[src/rtl/spmw_pkg.sv]
package spmw_pkg;

   // ------------------------------------------------------------
   // bus geometry
   // ------------------------------------------------------------
   localparam int ADDR_W = 8;
   localparam int DATA_W = 32;

   // ------------------------------------------------------------
   // register byte addresses
   // ------------------------------------------------------------
   localparam logic [ADDR_W-1:0] ADDR_CTRL   = 8'h00;
   localparam logic [ADDR_W-1:0] ADDR_PINCFG = 8'h04;
   localparam logic [ADDR_W-1:0] ADDR_EECMD  = 8'h08;
   localparam logic [ADDR_W-1:0] ADDR_STATUS = 8'h0C;
   localparam logic [ADDR_W-1:0] ADDR_PROBE  = 8'h10;

   // ------------------------------------------------------------
   // control register fields
   // ------------------------------------------------------------
   localparam int CTRL_SLEEP_BIT    = 0;
   localparam int CTRL_WAKE_EN_BIT  = 1;
   localparam int CTRL_WAKE_POL_BIT = 2;
   localparam int CTRL_WAKE_OD_BIT  = 3;
   localparam int CTRL_W            = 3;
   localparam logic [CTRL_W-1:0] CTRL_RESET = 3'h0;

   // ------------------------------------------------------------
   // pin configuration fields
   // ------------------------------------------------------------
   localparam int PIN_DATA_MODE_LSB = 0;
   localparam int PIN_CLK_MODE_LSB  = 2;
   localparam int PIN_GENERAL_OUTPUT_THREE_BIT      = 4;
   localparam int PIN_GENERAL_OUTPUT_FOUR_BIT      = 5;
   localparam int PINCFG_W          = 6;
   localparam logic [PINCFG_W-1:0] PINCFG_RESET = 6'h00;

   // ------------------------------------------------------------
   // eeprom command fields
   // ------------------------------------------------------------
   localparam int EE_SEL_BIT   = 0;
   localparam int EE_CLK_BIT   = 1;
   localparam int EE_DOUT_BIT  = 2;
   localparam int EE_DOE_BIT   = 3;
   localparam int EE_DIN_BIT   = 4;
   localparam int EECMD_W      = 4;
   localparam logic [EECMD_W-1:0] EECMD_RESET = 4'h0;

   // ------------------------------------------------------------
   // status fields
   // ------------------------------------------------------------
   localparam int ST_STRAP_BIT    = 0;
   localparam int ST_SPEED100_BIT = 1;
   localparam int ST_FULLDUP_BIT  = 2;
   localparam int ST_AUTONEG_BIT  = 3;
   localparam int ST_ASLEEP_BIT   = 4;
   localparam int ST_WAKE_BIT     = 5;
   localparam int ST_READ_BIT     = 6;

   // ------------------------------------------------------------
   // defaults and clock
   // ------------------------------------------------------------
   localparam logic DEFAULT_FULL_DUPLEX = 1'b0;
   localparam int   REF_CLOCK_HZ        = 25_000_000;

   typedef enum logic [1:0] {
      SPMW_MODE_EEPROM,
      SPMW_MODE_GPO,
      SPMW_MODE_MON_A,
      SPMW_MODE_MON_B
   } spmw_pin_mode_t;

   typedef enum logic {
      SPMW_AWAKE,
      SPMW_ASLEEP
   } spmw_pwr_t;

endpackage

[src/rtl/spmw_pin_sel.sv]
`timescale 1ns/1ns
`default_nettype none

module spmw_pin_sel (
   input  wire logic                     clock,
   input  wire logic                     rst_n,
   input  wire spmw_pkg::spmw_pin_mode_t mode,
   input  wire logic                     eeprom_val,
   input  wire logic                     eeprom_oe,
   input  wire logic                     gpo_val,
   input  wire logic                     mon_a,
   input  wire logic                     mon_b,
   output logic                          pin_r,
   output logic                          pin_oe_n_r
);

   // ------------------------------------------------------------
   // registered pin source
   // ------------------------------------------------------------
   logic pin_nxt;
   logic oe_n_nxt;

   always_comb begin
      pin_nxt  = 1'b0;
      oe_n_nxt = 1'b0;
      case (mode)
         spmw_pkg::SPMW_MODE_EEPROM: begin
            pin_nxt  = eeprom_val;
            oe_n_nxt = ~eeprom_oe;
         end
         spmw_pkg::SPMW_MODE_GPO:   pin_nxt = gpo_val;
         spmw_pkg::SPMW_MODE_MON_A: pin_nxt = mon_a;
         spmw_pkg::SPMW_MODE_MON_B: pin_nxt = mon_b;
         default:                   pin_nxt = 1'b0;
      endcase
   end

   // never an input outside eeprom mode
   always_ff @(posedge clock) begin
      if (!rst_n) begin
         pin_r      <= 1'b0;
         pin_oe_n_r <= 1'b1;
      end else begin
         pin_r      <= pin_nxt;
         pin_oe_n_r <= oe_n_nxt;
      end
   end

   a_gpo_drives: assert property (@(posedge clock) disable iff (!rst_n)
      (mode == spmw_pkg::SPMW_MODE_GPO) |=> (pin_r == $past(gpo_val) && !pin_oe_n_r))
      else $error("gpo mode not driving pin");

endmodule

`default_nettype wire

[src/rtl/spmw_ctrl.sv]
// Operation
// - strap picks default speed and autonegotiation
// - strap value latched when reset releases
// - data pin eeprom, output or tx monitor
// - data pin reuse forces eeprom select off
// - clock pin eeprom, output or rx monitor
// - clock pin reuse forces eeprom select off
// - dedicated eeprom select output frames accesses
// - logic runs on the reference clock
// - reset low returns everything to reset
// - internal power-on reset when pin undriven
// - writes ignored until a read occurs
// - wake indicator, programmable polarity and drive
// - wake event alone never leaves sleep
// - only a host write cycle wakes
//
// Chosen here: strobed register access and the register addresses.
`timescale 1ns/1ns
`default_nettype none

module spmw_ctrl #(
   parameter logic [31:0] PROBE_VALUE = 32'h5A5A_C3C3 // arbitrary value
) (
   input  wire logic                        clock,
   input  wire logic                        resetn,
   input  wire logic                        por_n,
   input  wire logic [spmw_pkg::ADDR_W-1:0] reg_addr,
   input  wire logic [spmw_pkg::DATA_W-1:0] reg_wdata,
   input  wire logic                        reg_wr,
   input  wire logic                        reg_rd,
   output logic      [spmw_pkg::DATA_W-1:0] reg_rdata,
   input  wire logic                        chip_select_pin_n,
   input  wire logic                        write_strobe_pin_n,
   input  wire logic                        speed_strap,
   output logic                             default_speed100,
   output logic                             default_full_duplex,
   output logic                             default_autoneg,
   input  wire logic                        mii_tx_en,
   input  wire logic                        mii_tx_clk,
   input  wire logic                        mii_rx_dv,
   input  wire logic                        mii_rx_clk,
   input  wire logic                        eeprom_data_pin_i,
   output logic                             eeprom_data_pin_o,
   output logic                             eeprom_data_pin_oe_n,
   output logic                             eeprom_clock_pin,
   output logic                             eeprom_select_pin,
   input  wire logic                        wake_event_in,
   output logic                             wake_indicator_pin_o,
   output logic                             wake_indicator_pin_oe_n,
   output logic                             asleep
);

   // ------------------------------------------------------------
   // reset combine
   // ------------------------------------------------------------
   logic rst_n;

   assign rst_n = resetn & por_n;

   // ------------------------------------------------------------
   // state
   // ------------------------------------------------------------
   logic                            strap_taken_r;
   logic                            strap_r;
   logic [spmw_pkg::CTRL_W-1:0]     ctrl_r;
   logic [spmw_pkg::PINCFG_W-1:0]   pincfg_r;
   logic [spmw_pkg::EECMD_W-1:0]    eecmd_r;
   logic                            read_seen_r;
   logic                            wake_flag_r;
   spmw_pkg::spmw_pwr_t             pwr_r;
   spmw_pkg::spmw_pwr_t             pwr_nxt;
   spmw_pkg::spmw_pin_mode_t        data_mode;
   spmw_pkg::spmw_pin_mode_t        clk_mode;
   logic                            host_wr_cycle;
   logic                            wr_ok;
   logic                            sleep_req;
   logic                            wake_clear;
   logic                            wake_active;
   logic                            wake_level;
   logic                            select_nxt;
   logic [spmw_pkg::DATA_W-1:0]     rdata_nxt;

   assign host_wr_cycle = ~chip_select_pin_n & ~write_strobe_pin_n;
   assign wr_ok         = reg_wr & read_seen_r & (pwr_r == spmw_pkg::SPMW_AWAKE);
   assign sleep_req     = wr_ok & (reg_addr == spmw_pkg::ADDR_CTRL)
                          & reg_wdata[spmw_pkg::CTRL_SLEEP_BIT];
   assign wake_clear    = wr_ok & (reg_addr == spmw_pkg::ADDR_STATUS)
                          & reg_wdata[spmw_pkg::ST_WAKE_BIT];
   assign data_mode     = spmw_pkg::spmw_pin_mode_t'(
                          pincfg_r[spmw_pkg::PIN_DATA_MODE_LSB +: 2]);
   assign clk_mode      = spmw_pkg::spmw_pin_mode_t'(
                          pincfg_r[spmw_pkg::PIN_CLK_MODE_LSB +: 2]);

   // ------------------------------------------------------------
   // strap capture
   // ------------------------------------------------------------
   always_ff @(posedge clock) begin
      if (!rst_n) begin
         strap_taken_r       <= 1'b0;
         strap_r             <= 1'b0;
         default_speed100    <= 1'b0;
         default_full_duplex <= spmw_pkg::DEFAULT_FULL_DUPLEX;
         default_autoneg     <= 1'b0;
      end else if (!strap_taken_r) begin
         strap_taken_r       <= 1'b1;
         strap_r             <= speed_strap;
         default_speed100    <= speed_strap;
         default_full_duplex <= spmw_pkg::DEFAULT_FULL_DUPLEX;
         default_autoneg     <= speed_strap;
      end
   end

   // ------------------------------------------------------------
   // power state
   // ------------------------------------------------------------
   always_comb begin
      pwr_nxt = pwr_r;
      case (pwr_r)
         spmw_pkg::SPMW_AWAKE: begin
            if (sleep_req) begin
               pwr_nxt = spmw_pkg::SPMW_ASLEEP;
            end
         end
         spmw_pkg::SPMW_ASLEEP: begin
            if (host_wr_cycle) begin
               pwr_nxt = spmw_pkg::SPMW_AWAKE;
            end
         end
         default: pwr_nxt = spmw_pkg::SPMW_AWAKE;
      endcase
   end

   always_ff @(posedge clock) begin
      if (!rst_n) begin
         pwr_r  <= spmw_pkg::SPMW_AWAKE;
         asleep <= 1'b0;
      end else begin
         pwr_r  <= pwr_nxt;
         asleep <= (pwr_nxt == spmw_pkg::SPMW_ASLEEP);
      end
   end

   // ------------------------------------------------------------
   // first read gate
   // ------------------------------------------------------------
   always_ff @(posedge clock) begin
      if (!rst_n) begin
         read_seen_r <= 1'b0;
      end else if (sleep_req || pwr_r == spmw_pkg::SPMW_ASLEEP) begin
         read_seen_r <= 1'b0;
      end else if (reg_rd) begin
         read_seen_r <= 1'b1;
      end
   end

   // ------------------------------------------------------------
   // software registers
   // ------------------------------------------------------------
   always_ff @(posedge clock) begin
      if (!rst_n) begin
         ctrl_r <= spmw_pkg::CTRL_RESET;
      end else if (wr_ok && reg_addr == spmw_pkg::ADDR_CTRL) begin
         ctrl_r <= reg_wdata[spmw_pkg::CTRL_WAKE_EN_BIT +: spmw_pkg::CTRL_W];
      end
   end

   always_ff @(posedge clock) begin
      if (!rst_n) begin
         pincfg_r <= spmw_pkg::PINCFG_RESET;
      end else if (wr_ok && reg_addr == spmw_pkg::ADDR_PINCFG) begin
         pincfg_r <= reg_wdata[spmw_pkg::PINCFG_W-1:0];
      end
   end

   always_ff @(posedge clock) begin
      if (!rst_n) begin
         eecmd_r <= spmw_pkg::EECMD_RESET;
      end else if (wr_ok && reg_addr == spmw_pkg::ADDR_EECMD) begin
         eecmd_r <= reg_wdata[spmw_pkg::EECMD_W-1:0];
      end
   end

   // ------------------------------------------------------------
   // wake event flag and indicator
   // ------------------------------------------------------------
   always_ff @(posedge clock) begin
      if (!rst_n) begin
         wake_flag_r <= 1'b0;
      end else if (wake_event_in) begin
         wake_flag_r <= 1'b1; // set beats clear
      end else if (wake_clear) begin
         wake_flag_r <= 1'b0;
      end
   end

   assign wake_active = ctrl_r[spmw_pkg::CTRL_WAKE_EN_BIT - spmw_pkg::CTRL_WAKE_EN_BIT]
                        & wake_flag_r;
   assign wake_level  = ctrl_r[spmw_pkg::CTRL_WAKE_POL_BIT - spmw_pkg::CTRL_WAKE_EN_BIT]
                        ? wake_active : ~wake_active;

   always_ff @(posedge clock) begin
      if (!rst_n) begin
         wake_indicator_pin_o    <= 1'b0;
         wake_indicator_pin_oe_n <= 1'b1;
      end else if (ctrl_r[spmw_pkg::CTRL_WAKE_OD_BIT - spmw_pkg::CTRL_WAKE_EN_BIT]) begin
         wake_indicator_pin_o    <= 1'b0;
         wake_indicator_pin_oe_n <= wake_level;
      end else begin
         wake_indicator_pin_o    <= wake_level;
         wake_indicator_pin_oe_n <= 1'b0;
      end
   end

   // ------------------------------------------------------------
   // eeprom pins
   // ------------------------------------------------------------
   spmw_pin_sel u_data_pin (
      .clock      (clock),
      .rst_n      (rst_n),
      .mode       (data_mode),
      .eeprom_val (eecmd_r[spmw_pkg::EE_DOUT_BIT]),
      .eeprom_oe  (eecmd_r[spmw_pkg::EE_DOE_BIT]),
      .gpo_val    (pincfg_r[spmw_pkg::PIN_GENERAL_OUTPUT_THREE_BIT]),
      .mon_a      (mii_tx_en),
      .mon_b      (mii_tx_clk),
      .pin_r      (eeprom_data_pin_o),
      .pin_oe_n_r (eeprom_data_pin_oe_n)
   );

   spmw_pin_sel u_clock_pin (
      .clock      (clock),
      .rst_n      (rst_n),
      .mode       (clk_mode),
      .eeprom_val (eecmd_r[spmw_pkg::EE_CLK_BIT]),
      .eeprom_oe  (1'b1),
      .gpo_val    (pincfg_r[spmw_pkg::PIN_GENERAL_OUTPUT_FOUR_BIT]),
      .mon_a      (mii_rx_dv),
      .mon_b      (mii_rx_clk),
      .pin_r      (eeprom_clock_pin),
      .pin_oe_n_r ()
   );

   assign select_nxt = eecmd_r[spmw_pkg::EE_SEL_BIT]
                       & (data_mode == spmw_pkg::SPMW_MODE_EEPROM)
                       & (clk_mode == spmw_pkg::SPMW_MODE_EEPROM);

   always_ff @(posedge clock) begin
      if (!rst_n) begin
         eeprom_select_pin <= 1'b0;
      end else begin
         eeprom_select_pin <= select_nxt;
      end
   end

   // ------------------------------------------------------------
   // read data
   // ------------------------------------------------------------
   always_comb begin
      rdata_nxt = 32'h0000_0000;
      case (reg_addr)
         spmw_pkg::ADDR_CTRL:
            rdata_nxt[spmw_pkg::CTRL_WAKE_EN_BIT +: spmw_pkg::CTRL_W] = ctrl_r;
         spmw_pkg::ADDR_PINCFG: rdata_nxt[spmw_pkg::PINCFG_W-1:0] = pincfg_r;
         spmw_pkg::ADDR_EECMD: begin
            rdata_nxt[spmw_pkg::EECMD_W-1:0]    = eecmd_r;
            rdata_nxt[spmw_pkg::EE_DIN_BIT]     = eeprom_data_pin_i;
         end
         spmw_pkg::ADDR_STATUS: begin
            rdata_nxt[spmw_pkg::ST_STRAP_BIT]    = strap_r;
            rdata_nxt[spmw_pkg::ST_SPEED100_BIT] = default_speed100;
            rdata_nxt[spmw_pkg::ST_FULLDUP_BIT]  = default_full_duplex;
            rdata_nxt[spmw_pkg::ST_AUTONEG_BIT]  = default_autoneg;
            rdata_nxt[spmw_pkg::ST_ASLEEP_BIT]   = (pwr_r == spmw_pkg::SPMW_ASLEEP);
            rdata_nxt[spmw_pkg::ST_WAKE_BIT]     = wake_flag_r;
            rdata_nxt[spmw_pkg::ST_READ_BIT]     = read_seen_r;
         end
         spmw_pkg::ADDR_PROBE: rdata_nxt = PROBE_VALUE;
         default:              rdata_nxt = 32'h0000_0000;
      endcase
   end

   always_ff @(posedge clock) begin
      if (!rst_n) begin
         reg_rdata <= 32'h0000_0000;
      end else if (reg_rd) begin
         reg_rdata <= rdata_nxt;
      end else begin
         reg_rdata <= 32'h0000_0000;
      end
   end

   // ------------------------------------------------------------
   // checks
   // ------------------------------------------------------------
   a_strap_latch: assert property (@(posedge clock) disable iff (!rst_n)
      $rose(strap_taken_r) |-> (strap_r == $past(speed_strap)))
      else $error("strap not latched at reset release");

   a_strap_hold: assert property (@(posedge clock) disable iff (!rst_n)
      (strap_taken_r && $past(strap_taken_r)) |-> $stable(strap_r))
      else $error("strap changed after capture");

   a_strap_defaults: assert property (@(posedge clock) disable iff (!rst_n)
      strap_taken_r |-> (default_speed100 == strap_r && default_autoneg == strap_r
                         && !default_full_duplex))
      else $error("defaults do not follow strap");

   a_reset_state: assert property (@(posedge clock)
      !rst_n |=> (!eeprom_select_pin && !wake_flag_r && !read_seen_r && !asleep
                  && pincfg_r == spmw_pkg::PINCFG_RESET))
      else $error("reset state not reached");

   a_write_gate: assert property (@(posedge clock) disable iff (!rst_n)
      (reg_wr && !read_seen_r) |=> ($stable(pincfg_r) && $stable(ctrl_r) && $stable(eecmd_r)))
      else $error("write took effect before first read");

   a_data_select: assert property (@(posedge clock) disable iff (!rst_n)
      (data_mode != spmw_pkg::SPMW_MODE_EEPROM) |=> !eeprom_select_pin)
      else $error("select asserted while data pin reused");

   a_clock_select: assert property (@(posedge clock) disable iff (!rst_n)
      (clk_mode != spmw_pkg::SPMW_MODE_EEPROM) |=> !eeprom_select_pin)
      else $error("select asserted while clock pin reused");

   a_select_drive: assert property (@(posedge clock) disable iff (!rst_n)
      (eecmd_r[spmw_pkg::EE_SEL_BIT] && data_mode == spmw_pkg::SPMW_MODE_EEPROM
       && clk_mode == spmw_pkg::SPMW_MODE_EEPROM) |=> eeprom_select_pin)
      else $error("select not driven for eeprom access");

   a_wake_pushpull: assert property (@(posedge clock) disable iff (!rst_n)
      (wake_active && ctrl_r[1] && !ctrl_r[2]) |=> (wake_indicator_pin_o
                                                    && !wake_indicator_pin_oe_n))
      else $error("wake indicator not asserted");

   a_sleep_stays: assert property (@(posedge clock) disable iff (!rst_n)
      (asleep && pwr_r == spmw_pkg::SPMW_ASLEEP && !host_wr_cycle) |=> asleep)
      else $error("left sleep without host write");

   a_host_wakes: assert property (@(posedge clock) disable iff (!rst_n)
      (pwr_r == spmw_pkg::SPMW_ASLEEP && host_wr_cycle) |=> (!asleep && !read_seen_r))
      else $error("host write cycle did not wake");

endmodule

`default_nettype wire

[config.mk]
export PLATFORM = sky130hd
export DESIGN_NAME = spmw_ctrl
export DESIGN_NICKNAME = d
export VERILOG_FILES = /design/src/rtl/spmw_pkg.sv /design/src/rtl/spmw_pin_sel.sv /design/src/rtl/spmw_ctrl.sv
export SDC_FILE = /design/constraint.sdc
export NUM_CORES = 1
export LEC_CHECK = 0
export BUFFER_PORTS_ARGS = -buffer_cell sky130_fd_sc_hd__buf_4
export CORE_MARGIN = 4
export CORE_UTILIZATION = 44
export CTS_BUF_LIST = sky130_fd_sc_hd__clkbuf_4 sky130_fd_sc_hd__clkbuf_8
export DETAILED_ROUTE_END_ITERATION = 10
export PLACE_DENSITY_LB_ADDON = 0.3
export SYNTH_ARGS = -nofsm -noshare
export SYNTH_HDL_FRONTEND = slang
export SYNTH_SLANG_ARGS = --single-unit
[constraint.sdc]
create_clock -name clock -period 2.5 [get_ports clock]
set_input_delay 0.375 -clock clock [delete_from_list [all_inputs] [get_ports clock]]
set_output_delay 0.375 -clock clock [all_outputs]
set_load 0.005 [all_outputs]
==> flow_summary_export.csv <==
group,metric,value,unit
floorplanning,die_w,67.29,um
placed_design,place_congestion,0.8163,
global_route,grt_usage,0.1546,
placed_design,placed_cells,238,
yosys,synth_seq_cells,32,
placed_design,port_buffers,56,
floorplanning,die_area,4527,um2
power,seqPwrFrac,0.557,
clocking,ctsLongestPathBuffers,2,
sta,worst_pin_slew,602.9,ps
worst_setup_path,crit_required,2730,ps
route,dr.pass1.iters,4,
worst_setup_path,critPathKind,"reg -> reg",
power,peakVddDrop,338.4,uV
yosys,synth_warnings,0,
route,viasPerCell,4.939,
final_layout,diodes,0,
sta,clock_skew,11.37,ps
final_layout,syn_to_final_growth,24.51,%
worst_setup_path,setup.worst_path.end_class,"register",
worst_setup_path,crit_family,"simple AND/OR/NAND/NOR gates",
worst_setup_path,crit_path_cell_trace,"or4bb_1 > nor4b_2 > mux2i_1 > nor2_1",
clocking,clock_sinks,32,
sta,slew_violations,0,
power,p_sw,0.0002088,W
yosys,seq_area_frac_synth,0.4142,
worst_setup_path,cpPeakStageDelay,600,ps
sta,maxClockFrequency,538.3,MHz
worst_setup_path,path_buf_inv,0,
route,totalWireLength,3.360,mm
sta,hold_viol,0,
final_layout,drive_gt1_frac,0.3900,
sta,finalSetupTns,0,ps
floorplanning,core-area,3363,um2
hold_path,hold_path_class,"in -> reg",
yosys,avgSynthCellArea,10.11,um2
route,via_count,1215,
final_layout,nets,253,
power,swShare,0.2250,
power,p_per_area,482.0,nW/um2
clocking,root_buffer,"clkbuf_4",
power,combPwrFrac,0.092,
route,antenna_left,0,
global_route,first_global_vias,1095,
clocking,clkTransAtPathRegs,90,ps
final_layout,instances_no_fill,246,
floorplanning,io_pins,96,
clocking,cts_hold_buf,0,
yosys,yosys.area.top_type,"dfxtp_1",
floorplanning,rows,21,
clocking,cts_setup_buffers,0,
sta,finalCriticalPeriod,1858,ps
job,maxCapViolations,0,
sta,rsz0062_at_grt,"false",
worst_setup_path,critPathMaxFanout,6,
clocking,cts_resized,0,
worst_setup_path,slowest_stage,"or4bb_1",
status,outcome,"complete, no violations",
sta,period_share,0.7431,
placed_design,hpwl,2.674,mm
clocking,cts_tree,"yes",
clocking,clkLatencyLatePin,340,ps
worst_setup_path,arrival,2090,ps
worst_setup_path,crit_path_start_kind,"register",
power,power.clock.fraction,0.351,
clocking,htree_levels,2,
yosys,syn_area,1546,um2
global_route,grt_pass1_wl,5.023,mm
power,power,0.0009282,W
power,power.internal,0.0007194,W
global_route,grt_max_degree,19,
yosys,synthArstFlopShare,0,
yosys,synth_edf_count,0,
power,leakagePower,0.7978,nW
yosys,synth_area_leaders,"dfxtp_1 (41%), buf_4 (13%), mux2i_1 (11%), nor2_1 (5.3%), mux4_2 (4.4%)",
final_layout,finalCoreUtilization,0.5725,
floorplanning,initial_core_util,0.4598,
yosys,synthCells,153,
floorplanning,die_h,67.29,um
route,route.detailed.drc,0,
global_route,grt-ovfl-total,0,
sta,relSlewSlack,0.5950,
clocking,cts_made_buffers,5,
global_route,antenna_found_initial,0,
route,drtIter0Drc,25,
sta,setup_viol,0,
yosys,synth-main-ff-cell,"dfxtp_1",
route,routedWlPerCell,13.66,um
yosys,ys_types,37,
yosys,synth_top_area_share,0.4142,
## cells by family after synthesis
kind of cell,count (synthesis),synth area share
compound gates,15,0.05744
xor+xnor,1,0.005664
buf+inv,33,0.1481
flops,32,0.4142
mux,22,0.1683
other cells,1,0.002425
simple gates,49,0.2039
## worst paths after layout
kind                            from  slack, ps  cells past startpoint                           end
max reg2reg         pwr_r$_SDFF_PN0_        640                      4        ctrl_r[2]$_SDFFE_PN0P_
min reg2reg  eecmd_r[0]$_SDFFE_PN0P_        480                      2  eeprom_select_pin$_SDFF_PN0_
min                      speed_strap        270                      3          strap_r$_SDFFE_PN0N_
max                 pwr_r$_SDFF_PN0_        640                      4        ctrl_r[2]$_SDFFE_PN0P_
## power groups by stage
stage | logic (W) | clock network, W | registers, W
detailed placement | 0.0000852 | 0 | 0.000529
floorplan | 0.0000500 | 0 | 0.000529
finish | 0.0000853 | 0.000325 | 0.000517
global route | 0.0000931 | 0.000361 | 0.000518
global placement | 0.0000825 | 0 | 0.000529
CTS | 0.0000851 | 0.000332 | 0.000518
## cells in the mapped netlist (all sizes together) (2+ instances only)
master	n
nor3	2
nor2b	2
mux2	2
clkbuf	2
nand3b	2
nand2	4
buf	28
nor2	22
dfxtp	32
a21oi	3
and2	2
mux4	3
a22oi	2
mux2i	17
nor3b	2
o21ai	7
inv	3
nor4	3
## per-stage QoR
step	hold slack, ps	cell area (um2)	setup slack (ps)
2_1_floorplan	425.1	1592	504.6
3_3_place_gp	461.8	1859	381.2
3_5_place_dp	468.5	1859	358.0
4_1_cts	265.3	1926	637.4
5_1_grt	276.6	1926	543.0
6_report	271.6	1926	642.1
## cell usage in the layout, fill, tap and decap left out
master	count
buf_4	57
dfxtp_1	32
nor2_1	22
mux2i_1	17
conb_1	13
o21ai_0	7
clkbuf_4	7
nand2_1	4
inv_1	3
a21oi_1	3
mux4_2	3
nand3b_1	2
nor4_4	2
nor2b_1	2
mux2_2	2
a22oi_1	2
nor3_1	2
and2_1	2
or4_4	1
or3b_2	1
nand2b_1	1
or4bb_1	1
or4b_4	1
nand4b_1	1
or2_4	1
nor3b_2	1
nand3_1	1
nor3b_1	1
nor4b_2	1
and4b_1	1
xnor2_1	1
nor4_1	1
o31ai_1	1
o22a_1	1
o21a_1	1
clkbuf_8	1
## layer usage
layer | vias to the layer above | share of wire | global-route usage
met4 | 0 | 0.016 | 0.09114
met2 | 44 | 0.52 | 0.2663
met5 | - | 0 | 0
met3 | 7 | 0.078 | 0.05657
met1 | 584 | 0.38 | 0.1600
li1 | 580 | - | -
## state kept, by name, indices dropped and copies added, names as in the netlist
signal                   count
reg_rdata                    8
pincfg_r                     6
wake_flag_r                  1
pwr_r                        1
u_clock_pin.pin_r            1
read_seen_r                  1
strap_taken_r                1
wake_indicator_pin_oe_n      1
strap_r                      1
eecmd_r                      4
u_data_pin.pin_oe_n_r        1
eeprom_select_pin            1
ctrl_r                       3
wake_indicator_pin_o         1
u_data_pin.pin_r             1
## worst reg2reg max path, delay by kind of cell, from the launching register on
family,cells,cell delay (ps)
and+or+nand+nor,3,1150
muxes,1,260
DFF,1,360
## area by class of cell
class	instances	area (um2)
well taps	46	57.56
clock buffers	8	66.31
multi-input cells	100	721.9
flip-flops and latches	32	640.6
inverters	3	11.26
repair buffers	57	427.9
fillers	301	1438
Power figures use the tool's default switching activity.
